$ cat src/swrb_pkg.sv
// Constants shared by the serial word receive buffer.
package swrb_pkg;
   localparam int WORD_BITS = 32;
   localparam int BYTE_BITS = 8;
   localparam int BYTES_PER_WORD = 4;
   localparam int GAP_TICKS = 16;
   localparam int ADDR_W = 4;
   localparam logic [ADDR_W-1:0] CTRL_OFFSET = 4'h0;
   localparam logic [ADDR_W-1:0] STATUS_OFFSET = 4'h4;
   localparam logic [ADDR_W-1:0] WORD_OFFSET = 4'h8;
   localparam int CTRL_PARITY_BIT = 0;
   localparam int CTRL_BYPASS_A_BIT = 1;
   localparam int CTRL_BYPASS_B_BIT = 2;
   localparam int STATUS_READY_BIT = 0;
   localparam int STATUS_ERROR_BIT = 1;
   localparam int STATUS_ARMED_BIT = 2;
   localparam int STATUS_PTR_LSB = 4;
   localparam logic [2:0] CTRL_RESET = 3'h0;
   localparam logic [1:0] RESP_OKAY = 2'h0;
   localparam logic [1:0] RESP_SLVERR = 2'h2;
   localparam logic [31:0] ZERO_WORD = 32'h0000_0000;
endpackage : swrb_pkg

$ cat src/swrb_top.sv
// Serial word receive buffer with strobed byte port and AXI4-Lite control.
// Functional notes
// RULE1: At a word gap the shifted word moves to the buffer and is checked.
// RULE2: Parity selected: odd parity checked, a failure forces stored bit 32 to one.
// RULE3: Parity not selected: bit 32 is stored exactly as received.
// RULE4: At a gap, error goes high if the bit count since last gap is not 32.
// RULE5: Error clears on the next valid word into the buffer, or on reset.
// RULE6: Word-ready rises when a word enters the buffer.
// RULE7: Host reads four bytes with low strobes; the first clears word-ready.
// RULE8: Byte pointer advances on each strobe until all four bytes are read.
// RULE9: Bits 1-8 come first, then 9-16, 17-24, 25-32; lowest bit on line 0.
// RULE10: Each completed word overwrites the buffer, read or not.
// RULE11: A new word returns the byte pointer to the first byte.
// RULE12: Low reset initialises all internal logic.
// RULE13: After reset, bits are ignored until the first word gap.
// RULE14: Bypass inputs override the line receiver per the fixed pattern table.
// RULE15: Controller pulses reset right after entering test mode; the testbench pulses it right before, since reset clears the bypass bits.
// RULE16: Controller holds both bypass inputs high for 17 gap clocks after reset.
// RULE17: Controller leaves test mode with bypass inputs low, then resets.
// RULE18: A gap is 16 idle gap-clock cycles, 16 to 17 with asynchronous timing; the code fires on the 16th tick, after 15 to 16 periods.
// RULE19: While the read strobe is low the selected byte is driven out.
// RULE20: Data lines float while the read strobe is high.
//
// Chosen here: the AXI4-Lite slave port and the register offsets.
module swrb_top #(
   parameter int GAP_COUNT = swrb_pkg::GAP_TICKS
) (
   input wire logic clock,
   input wire logic rstn,
   input wire logic line_input_pos,
   input wire logic line_input_neg,
   input wire logic word_gap_timebase,
   input wire logic readStrobeN,
   output logic [swrb_pkg::BYTE_BITS-1:0] parallelByteBus,
   output logic parallelByteBusEnN,
   output logic wordReady,
   output logic wordError,
   input wire logic [swrb_pkg::ADDR_W-1:0] s_axi_awaddr,
   input wire logic s_axi_awvalid,
   output logic s_axi_awready,
   input wire logic [31:0] s_axi_wdata,
   input wire logic [3:0] s_axi_wstrb,
   input wire logic s_axi_wvalid,
   output logic s_axi_wready,
   output logic [1:0] s_axi_bresp,
   output logic s_axi_bvalid,
   input wire logic s_axi_bready,
   input wire logic [swrb_pkg::ADDR_W-1:0] s_axi_araddr,
   input wire logic s_axi_arvalid,
   output logic s_axi_arready,
   output logic [31:0] s_axi_rdata,
   output logic [1:0] s_axi_rresp,
   output logic s_axi_rvalid,
   input wire logic s_axi_rready
);
   import swrb_pkg::*;

   initial begin
      if (GAP_COUNT < 2 || GAP_COUNT > 255) begin
         $error("GAP_COUNT out of range");
      end
   end

   // Pin inputs: two flops each, a third stage only where an edge is needed.
   logic [1:0] posSync;
   logic [1:0] negSync;
   logic [2:0] tbSync;
   logic [2:0] rdSync;
   always_ff @(posedge clock or negedge rstn) begin
      if (!rstn) begin
         posSync <= 2'h0;
         negSync <= 2'h0;
         tbSync <= 3'h0;
         rdSync <= 3'h7;
      end else begin
         posSync <= {posSync[0], line_input_pos};
         negSync <= {negSync[0], line_input_neg};
         tbSync <= {tbSync[1:0], word_gap_timebase};
         rdSync <= {rdSync[1:0], readStrobeN};
      end
   end

   logic [2:0] ctrl;
   wire parEn = ctrl[CTRL_PARITY_BIT];
   wire bypA = ctrl[CTRL_BYPASS_A_BIT];
   wire bypB = ctrl[CTRL_BYPASS_B_BIT];
   // Bypass pattern 1,1 yields null, so test mode can force a clean gap.
   wire bypassOn = bypA | bypB;
   wire receiver_out_a = bypassOn ? (bypA & ~bypB) : posSync[1]; // [RULE14]
   wire receiver_out_b = bypassOn ? (bypB & ~bypA) : negSync[1]; // [RULE14]
   wire active = receiver_out_a | receiver_out_b;
   wire gapTick = tbSync[1] & ~tbSync[2];
   wire readFall = ~rdSync[1] & rdSync[2];
   wire readRise = rdSync[1] & ~rdSync[2];

   logic prevActive;
   logic [7:0] gapCnt;
   logic gapFired;
   logic armed;
   logic [WORD_BITS-1:0] shiftReg;
   logic [5:0] bitCount;
   logic [WORD_BITS-1:0] rxBuffer;
   logic [2:0] bytePtr;

   // The first timebase period is partial, giving 15 to 16 periods of idle.
   wire gapNow = !active && gapTick && !gapFired && gapCnt == 8'(GAP_COUNT - 1); // [RULE18]
   wire bitEdge = active && !prevActive && armed; // [RULE13]
   wire parityFail = ~^shiftReg; // [RULE2]
   wire countBad = bitCount != 6'(WORD_BITS); // [RULE4]
   wire newError = countBad | (parEn & parityFail); // [RULE4]
   wire [WORD_BITS-1:0] storedWord = {parEn ? (shiftReg[WORD_BITS-1] | parityFail) : shiftReg[WORD_BITS-1],
                                      shiftReg[WORD_BITS-2:0]}; // [RULE2] [RULE3]
   wire transfer = gapNow && armed; // [RULE1]
   wire [1:0] byteSel = bytePtr[2] ? 2'h3 : bytePtr[1:0];
   wire [BYTE_BITS-1:0] selByte = rxBuffer[byteSel*BYTE_BITS +: BYTE_BITS]; // [RULE9]

   always_ff @(posedge clock or negedge rstn) begin
      if (!rstn) begin
         prevActive <= 1'b0;
         gapCnt <= 8'h00;
         gapFired <= 1'b0;
      end else begin
         prevActive <= active;
         if (active) begin
            gapCnt <= 8'h00;
            gapFired <= 1'b0;
         end else if (gapNow) begin
            gapCnt <= 8'h00;
            gapFired <= 1'b1;
         end else if (gapTick && !gapFired) begin
            gapCnt <= gapCnt + 8'h01;
         end
      end
   end

   // Bit one is shifted in first and ends up at position zero.
   always_ff @(posedge clock or negedge rstn) begin
      if (!rstn) begin
         armed <= 1'b0; // [RULE12]
         shiftReg <= ZERO_WORD;
         bitCount <= 6'h00;
      end else begin
         if (gapNow) begin
            armed <= 1'b1; // [RULE13]
            bitCount <= 6'h00;
         end else if (bitEdge) begin
            shiftReg <= {receiver_out_a, shiftReg[WORD_BITS-1:1]};
            if (bitCount != 6'h3F) begin
               bitCount <= bitCount + 6'h01;
            end
         end
      end
   end

   always_ff @(posedge clock or negedge rstn) begin
      if (!rstn) begin
         rxBuffer <= ZERO_WORD;
         wordError <= 1'b0; // [RULE5]
      end else begin
         if (transfer) begin
            rxBuffer <= storedWord; // [RULE10]
            wordError <= newError; // [RULE5]
         end
      end
   end

   // A new word in the same cycle as the first strobe keeps ready set.
   always_ff @(posedge clock or negedge rstn) begin
      if (!rstn) begin
         wordReady <= 1'b0;
      end else begin
         if (transfer) begin
            wordReady <= 1'b1; // [RULE6]
         end else if (readFall && bytePtr == 3'h0) begin
            wordReady <= 1'b0; // [RULE7]
         end
      end
   end

   // The pointer moves at the end of each strobe so the byte stays put while it is low.
   always_ff @(posedge clock or negedge rstn) begin
      if (!rstn) begin
         bytePtr <= 3'h0;
      end else begin
         if (transfer) begin
            bytePtr <= 3'h0; // [RULE11]
         end else if (readRise && bytePtr != 3'(BYTES_PER_WORD)) begin
            bytePtr <= bytePtr + 3'h1; // [RULE8]
         end
      end
   end

   // The bus shows zero while floating, so a missing tri-state buffer reads as a null byte.
   always_ff @(posedge clock or negedge rstn) begin
      if (!rstn) begin
         parallelByteBus <= 8'h00;
         parallelByteBusEnN <= 1'b1;
      end else begin
         parallelByteBusEnN <= rdSync[1]; // [RULE19] [RULE20]
         parallelByteBus <= rdSync[1] ? 8'h00 : selByte; // [RULE19]
      end
   end

   // AXI4-Lite slave: write address and data are taken together.
   wire wrGo = s_axi_awvalid && s_axi_wvalid && !s_axi_awready && !s_axi_bvalid;
   wire rdGo = s_axi_arvalid && !s_axi_arready && !s_axi_rvalid;
   wire wrCtrl = s_axi_awaddr == CTRL_OFFSET;
   wire [31:0] statusWord = {25'h000_0000, bytePtr, 1'b0, armed, wordError, wordReady};

   // Write and read answers share one decode, so the two can never disagree on the map.
   function automatic logic isMapped(input logic [ADDR_W-1:0] a);
      return a == CTRL_OFFSET || a == STATUS_OFFSET || a == WORD_OFFSET;
   endfunction : isMapped

   wire wrMapped = isMapped(s_axi_awaddr);
   wire rdOk = isMapped(s_axi_araddr);
   wire [31:0] rdMux = s_axi_araddr == CTRL_OFFSET ? {29'h0000_0000, ctrl} :
                       s_axi_araddr == STATUS_OFFSET ? statusWord :
                       s_axi_araddr == WORD_OFFSET ? rxBuffer : ZERO_WORD;

   // Ready pulses for one cycle only, which keeps a second take from following the first.
   always_ff @(posedge clock or negedge rstn) begin
      if (!rstn) begin
         s_axi_awready <= 1'b0;
         s_axi_wready <= 1'b0;
      end else begin
         s_axi_awready <= wrGo;
         s_axi_wready <= wrGo;
      end
   end

   // The response stands until the master takes it; a new write is held off meanwhile.
   always_ff @(posedge clock or negedge rstn) begin
      if (!rstn) begin
         s_axi_bvalid <= 1'b0;
         s_axi_bresp <= RESP_OKAY;
      end else if (wrGo) begin
         s_axi_bvalid <= 1'b1;
         s_axi_bresp <= wrMapped ? RESP_OKAY : RESP_SLVERR;
      end else if (s_axi_bready) begin
         s_axi_bvalid <= 1'b0;
      end
   end

   // Only the lowest byte lane carries control bits; the upper lanes are ignored.
   // Reset clears the bypass bits, so test mode must be set up again after each reset.
   always_ff @(posedge clock or negedge rstn) begin
      if (!rstn) begin
         ctrl <= CTRL_RESET;
      end else if (wrGo && wrCtrl && s_axi_wstrb[0]) begin
         ctrl <= s_axi_wdata[2:0];
      end
   end

   always_ff @(posedge clock or negedge rstn) begin
      if (!rstn) begin
         s_axi_arready <= 1'b0;
      end else begin
         s_axi_arready <= rdGo;
      end
   end

   // Read data is captured at the take, so a word arriving later cannot tear the answer.
   always_ff @(posedge clock or negedge rstn) begin
      if (!rstn) begin
         s_axi_rvalid <= 1'b0;
         s_axi_rdata <= ZERO_WORD;
         s_axi_rresp <= RESP_OKAY;
      end else begin
         if (rdGo) begin
            s_axi_rvalid <= 1'b1;
            s_axi_rdata <= rdMux;
            s_axi_rresp <= rdOk ? RESP_OKAY : RESP_SLVERR;
         end else if (s_axi_rready) begin
            s_axi_rvalid <= 1'b0;
         end
      end
   end
endmodule : swrb_top

$ cat config.mk
export PLATFORM = sky130hd
export DESIGN_NAME = swrb_top
export DESIGN_NICKNAME = d
export VERILOG_FILES = /design/src/swrb_pkg.sv /design/src/swrb_top.sv
export SDC_FILE = /design/constraint.sdc
export NUM_CORES = 1
export LEC_CHECK = 0
export ABC_CLOCK_PERIOD_IN_PS = 3560
export BUFFER_PORTS_ARGS = -buffer_cell sky130_fd_sc_hd__buf_4
export CAP_MARGIN = 15
export CORE_MARGIN = 4
export CORE_UTILIZATION = 50
export DETAILED_ROUTE_END_ITERATION = 8
export GPL_ROUTABILITY_DRIVEN = 1
export PLACE_DENSITY = 0.83
export RECOVER_POWER = 25
export REMOVE_ABC_BUFFERS = 1
export SETUP_SLACK_MARGIN = 0.4
export SYNTH_ARGS = -nofsm -noshare
export SYNTH_HDL_FRONTEND = slang
export SYNTH_SLANG_ARGS = --single-unit
$ cat constraint.sdc
create_clock -name clock -period 3.56 [get_ports clock]
set_input_delay 0.356 -clock clock [delete_from_list [all_inputs] [get_ports clock]]
set_output_delay 0.356 -clock clock [all_outputs]
set_load 0.01 [all_outputs]
==> After elaboration in Yosys (flattened, before gate mapping) <==
Cells that the tools add are included.
{ "op_classes": {"eq_ne": 8, "addsub": 3, "n_bitwise": 16, "mux": 26, "reduce_logical": 41, "n_shift": 1} }
{ "op_table": {"columns": ["op", "n"], "rows": [
  ["$mux 32", 3],
  ["$mux 8", 4],
  ["$reduce_xnor 32->1", 1],
  ["$shiftx 32x6->8", 1],
  ["$mux 6", 3],
  ["$logic_and 1x1->1", 16],
  ["$reduce_bool 2->1", 7],
  ["$ne 6x6->1 const B", 2],
  ["$mux 1", 11],
  ["$add 8x1->8 const B", 1],
  ["$eq 4x3->1 const B", 2],
  ["$eq 4x4->1 const B", 2],
  ["$eq 8x4->1 const B", 1],
  ["$logic_not 4->1", 2],
  ["$logic_not 1->1", 7],
  ["$add 6x1->6 const B", 1],
  ["$and 1x1->1", 6],
  ["$mux 2", 3],
  ["$mux 3", 2],
  ["$not 1->1", 6],
  ["$logic_or 1x1->1", 4],
  ["$or 1x1->1", 4],
  ["$reduce_and 2->1", 2],
  ["$add 3x1->3 const B", 1],
  ["other kinds (3)", 3]
]} }
{ "word_totals": {"elab_cells": 119, "output_inout_bits": 52, "in_bits": 55, "ff_bits": 148} }

==> Longest topological paths before layout <==
{ "depth": {"word_depth": 10, "mapped_depth": 10, "ltp_nobuf": 8} }

==> Worst setup path before layout <==
Ideal clock, no wire load.
{ "synth_timing": {"path_kind": "register to register", "start": "register bytePtr[0]", "end": "register bytePtr[2]", "t_arrival_ps": 2110, "setup_slack_ps": 1329, "required_time_ps": 3439, "setup_time_ps": 121, "path_stages_with_launch": 10, "synth_period_minus_slack_ps": 2231, "path_buffers": 3, "cell_sequence": "dfrtp_1 clkbuf_1 clkbuf_1 clkbuf_1 inv_1 ha_1 a211oi_1 nand2_1 xor2_1 nor2_1"} }
{ "synth_between": {"elab_chain_len": 3, "elab_cells_between_ends": 6, "classes_between": "add/sub (1); eq/ne (1); mux (2); reduce/logical (2)"} }
{ "synth_lines": {"columns": ["item", "line", "rtl"], "rows": [
  ["start, declared", "swrb_top.sv:103", "logic [2:0] bytePtr;"],
  ["start signal, assigned", "swrb_top.sv:188", "bytePtr <= bytePtr + 3'h1;"],
  ["$add 3x1->3 or $ne 3x3->1 (tied branches)", "swrb_top.sv:188, swrb_top.sv:187", null],
  ["$mux 3 or $logic_and 1x1->1 (tied branches)", "swrb_top.sv:187", "end else if (readRise && bytePtr != 3'(BYTES_PER_WORD)) begin"],
  ["$mux 3 or $reduce_bool 2->1 (tied branches)", null, null]
]} }
Several ways; a longest one is shown, not always the timed one. The select of a mux whose other input is x is not followed.
A chain may end at the register's enable or synchronous reset.

==> Worst setup path in the final report <==
{ "layout_timing": {"start": "register gapCnt[4]", "end": "register rxBuffer[28]"} }
{ "layout_between": {"elab_chain_len": 3} }
{ "layout_lines": {"columns": ["item", "line", "rtl"], "rows": [
  ["start, declared", "swrb_top.sv:97", "logic [7:0] gapCnt;"],
  ["start signal, assigned", "swrb_top.sv:131", "gapCnt <= gapCnt + 8'h01;"],
  ["$eq 8x4->1", "swrb_top.sv:106", "wire gapNow = !active && gapTick && !gapFired && gapCnt == 8'(GAP_COUNT - 1);"],
  ["$logic_and 1x1->1", "swrb_top.sv:106", null],
  ["$logic_and 1x1->1", "swrb_top.sv:113", "wire transfer = gapNow && armed;"],
  ["end signal, assigned", "swrb_top.sv:161", "rxBuffer <= storedWord;"],
  ["end, declared", "swrb_top.sv:102", "logic [WORD_BITS-1:0] rxBuffer;"]
]} }
Every way passes these cells.

==> results.toml <==
[timing]
slew_headroom_pct = -44.1
rsz0062_at_grt = "no"
max_freq_mhz = 379
tightest_slew_ns = 2.16
fin_skew_ns = 0.00473
fin_ws_ns = 0.920
post-route-period-util_pct = 74.2
whs_ns = 0.0501
slew_violations = 91
period_minus_slack_ns = 2.64
setup_violations = 0
hold_viol = 0
fin_tns_setup_ns = 0

[global_route]
grt_pass1_wl_um = 22200
grt_use_total_pct = 19.7
use_met1_pct = 26.1
first_global_vias = 4465
grt_max_degree = 91
grt_antenna_before_repair = 0
busiest_layer = "met2"
grt_overflow = 0
grtUsageMet3_pct = 5.08
use_met2_pct = 31.7

[power]
ir_drop_mv = 0.586
power_leakage_uw = 0.00365
power_density_nw_per_um2 = 557

[synth]
synth_top_area_share_pct = 57.9
yosysWarnings = 0
syn_avg_cell_area_um2 = 11.3
synth.area.top_cells = "dfrtp_1 (58%), nand2_1 (7.5%), mux2_2 (6.4%), xnor2_1 (4.7%), a22o_1 (4.1%)"
yosysSeqAreaShare_pct = 59.1
synthFlopType = "dfrtp_1"
synth_seq_cells = 145
syn-instance-count = 543
yosys.area.top_type = "dfrtp_1"
ys_async_sr_fraction_pct = 100
syn_area_um2 = 6140
ys_types = 45
synth_edf_count = 0

[detailed_routing]
dr.pass1.iters = 4
drc = 0
ant_nets = 0
vias_per_cell = 5.40
vias = 4176
avgRoutedWirePerCell_um = 16.8
drtIter0Drc = 367
wl_um = 12900

[min_path]
min_to = "rdSync[0]$_DFF_PN1_"
hold_class = "primary input to flip-flop"
min_from = "readStrobeN"
whs_path_depth = 1

[finish]
fin_util_pct = 61.5
nets = 673
final_layout_size_suffix_gt1_share_pct = 25.1
antenna_cells = 0
final_cell_mix = "dfrtp_1 (142), nand2_1 (123), buf_4 (73), mux2_2 (35), xnor2_1 (33)"
fin_area_um2 = 7380
area_delta_synth_final_pct = 20.2
final_common_cell = "dfrtp_1"

[placement]
place_ws_ns = 1.01
gp_congestion = 0.851
io_buffers = 72
hpwl_um = 8500
place_area_um2 = 6760

[critical_path]
startpoint = "gapCnt[4]$_DFFE_PN0P_"
endpoint_kind = "flip-flop"
rrSetupSlack_ns = 0.92
start_kind = "flip-flop"
critPathArrivalTime_ns = 2.93
reg2reg_to = "rxBuffer[28]$_DFFE_PN0P_"
cp_data_required_time_ns = 3.85
reg2regPathDepth = 7
criticalPathCategory = "flip-flop to flip-flop"
crit_fanout = 32
r2r-start = "gapCnt[4]$_DFFE_PN0P_"

[cts]
numCtsBuffers = 17
cts.sinks = 145
cts_root_buf = "clkbuf_16"
tritoncts = "yes"
post_cts_resized = 0
clkSlewWorstSetupHoldPaths_ns = 0.06
cts_hold_buffers = 0
htreeDepth = 4
clk_latency_ns = 0.42
postCtsSetupBuffers = 0
clock_path_buffers = 2

[outcome]
status = "finished, violations left"
violations = "capacitance limit, slew limit"

[die]
initial_core_util_pct = 51.1
rows = 40
ioPinCount = 107
die_w_um = 119
die_area_um2 = 14100
core_area_um2 = 12000
die_y_um = 119

[flow_run]
maxCapViolCount = 1
-- worst max path at each step --
stage                                    end  depth (start not counted)
detailed placement  rxBuffer[28]$_DFFE_PN0P_                          7
global placement    rxBuffer[24]$_DFFE_PN0P_                          7
global route         rxBuffer[0]$_DFFE_PN0P_                          7
floorplan            bitCount[2]$_DFFE_PN0P_                          6
finish              rxBuffer[28]$_DFFE_PN0P_                          7
CTS                 rxBuffer[28]$_DFFE_PN0P_                          7
-- through the flow --
| stage | std cells | power (uW) |
|---|---|---|
| final | 773 | 4110 |
| after global routing | 773 | 4290 |
| after CTS | 773 | 4140 |
| after detailed placement | 741 | 2250 |
| after global placement | 741 | 2230 |
| after floorplan | 516 | 2030 |
-- cell families (layout without fill, tap and decap cells) --
logic type | after synthesis | after routing | share of synthesized area, %
compound gates | 84 | 84 | 9.94
xor+xnor | 42 | 42 | 5.99
fa+ha+maj | 5 | 5 | 1.02
buf+inv | 39 | 121 | 3.34
flops | 145 | 145 | 59.1
mux | 38 | 38 | 6.91
other cells | 1 | 2 | 0.0611
simple gates | 189 | 189 | 13.6
-- synthesized netlist by cell type (all sizes together) (2+ instances only) --
cell type,count
or4,2
dfstp,3
dfrtp,142
clkbuf,11
ha,5
o21ai,21
nand2,124
buf,17
a22o,29
or2,2
mux2,35
inv,11
nor3,3
a21oi,7
nor4,3
a311oi,8
xor2,9
nor2,27
mux2i,3
a22oi,3
a211oi,10
or3,2
nand2b,5
xnor2,33
nand3,7
o31ai,2
nor2b,8
-- cell type report --
type                       instances  area [um2]
tap                              147         184
inverter                          11        41.3
multi-input combinational        360        2310
fill                             925        4630
sequential                       145        3630
timing repair buffer              78         583
clock buffer                      19         453
clock inverter                    13         183
-- critical path, cell delays in order, from the launching register on --
cell and delay [ns]:
dfrtp_1 0.42, or4_4 0.56, nor2_2 0.12, nand2_2 0.10, nor2_4 0.23, nand2_1 0.69
nand2_1 0.29, nand2_1 0.09
-- power by group --
part / switching, uW / internal, uW
Sequential: 109 / 1720
Combinational: 233 / 161
Clock: 676 / 1210
-- flip-flops by register name, summed over array words and instances, names as in the netlist, 2 cells and up --
register,count
posSync,2
rxBuffer,32
parallelByteBus,8
s_axi_rdata,32
bitCount,6
rdSync,2
ctrl,3
shiftReg,32
bytePtr,3
negSync,2
gapCnt,8
tbSync,3
-- metal layers --
layer | share of wire (%) | vias to the layer above
met2 | 48 | 130
met5 | 0 | -
met3 | 5.9 | 19
li1 | - | 1981
met1 | 45 | 2046
met4 | 1.4 | 0
(Power assumes the default switching activity.)
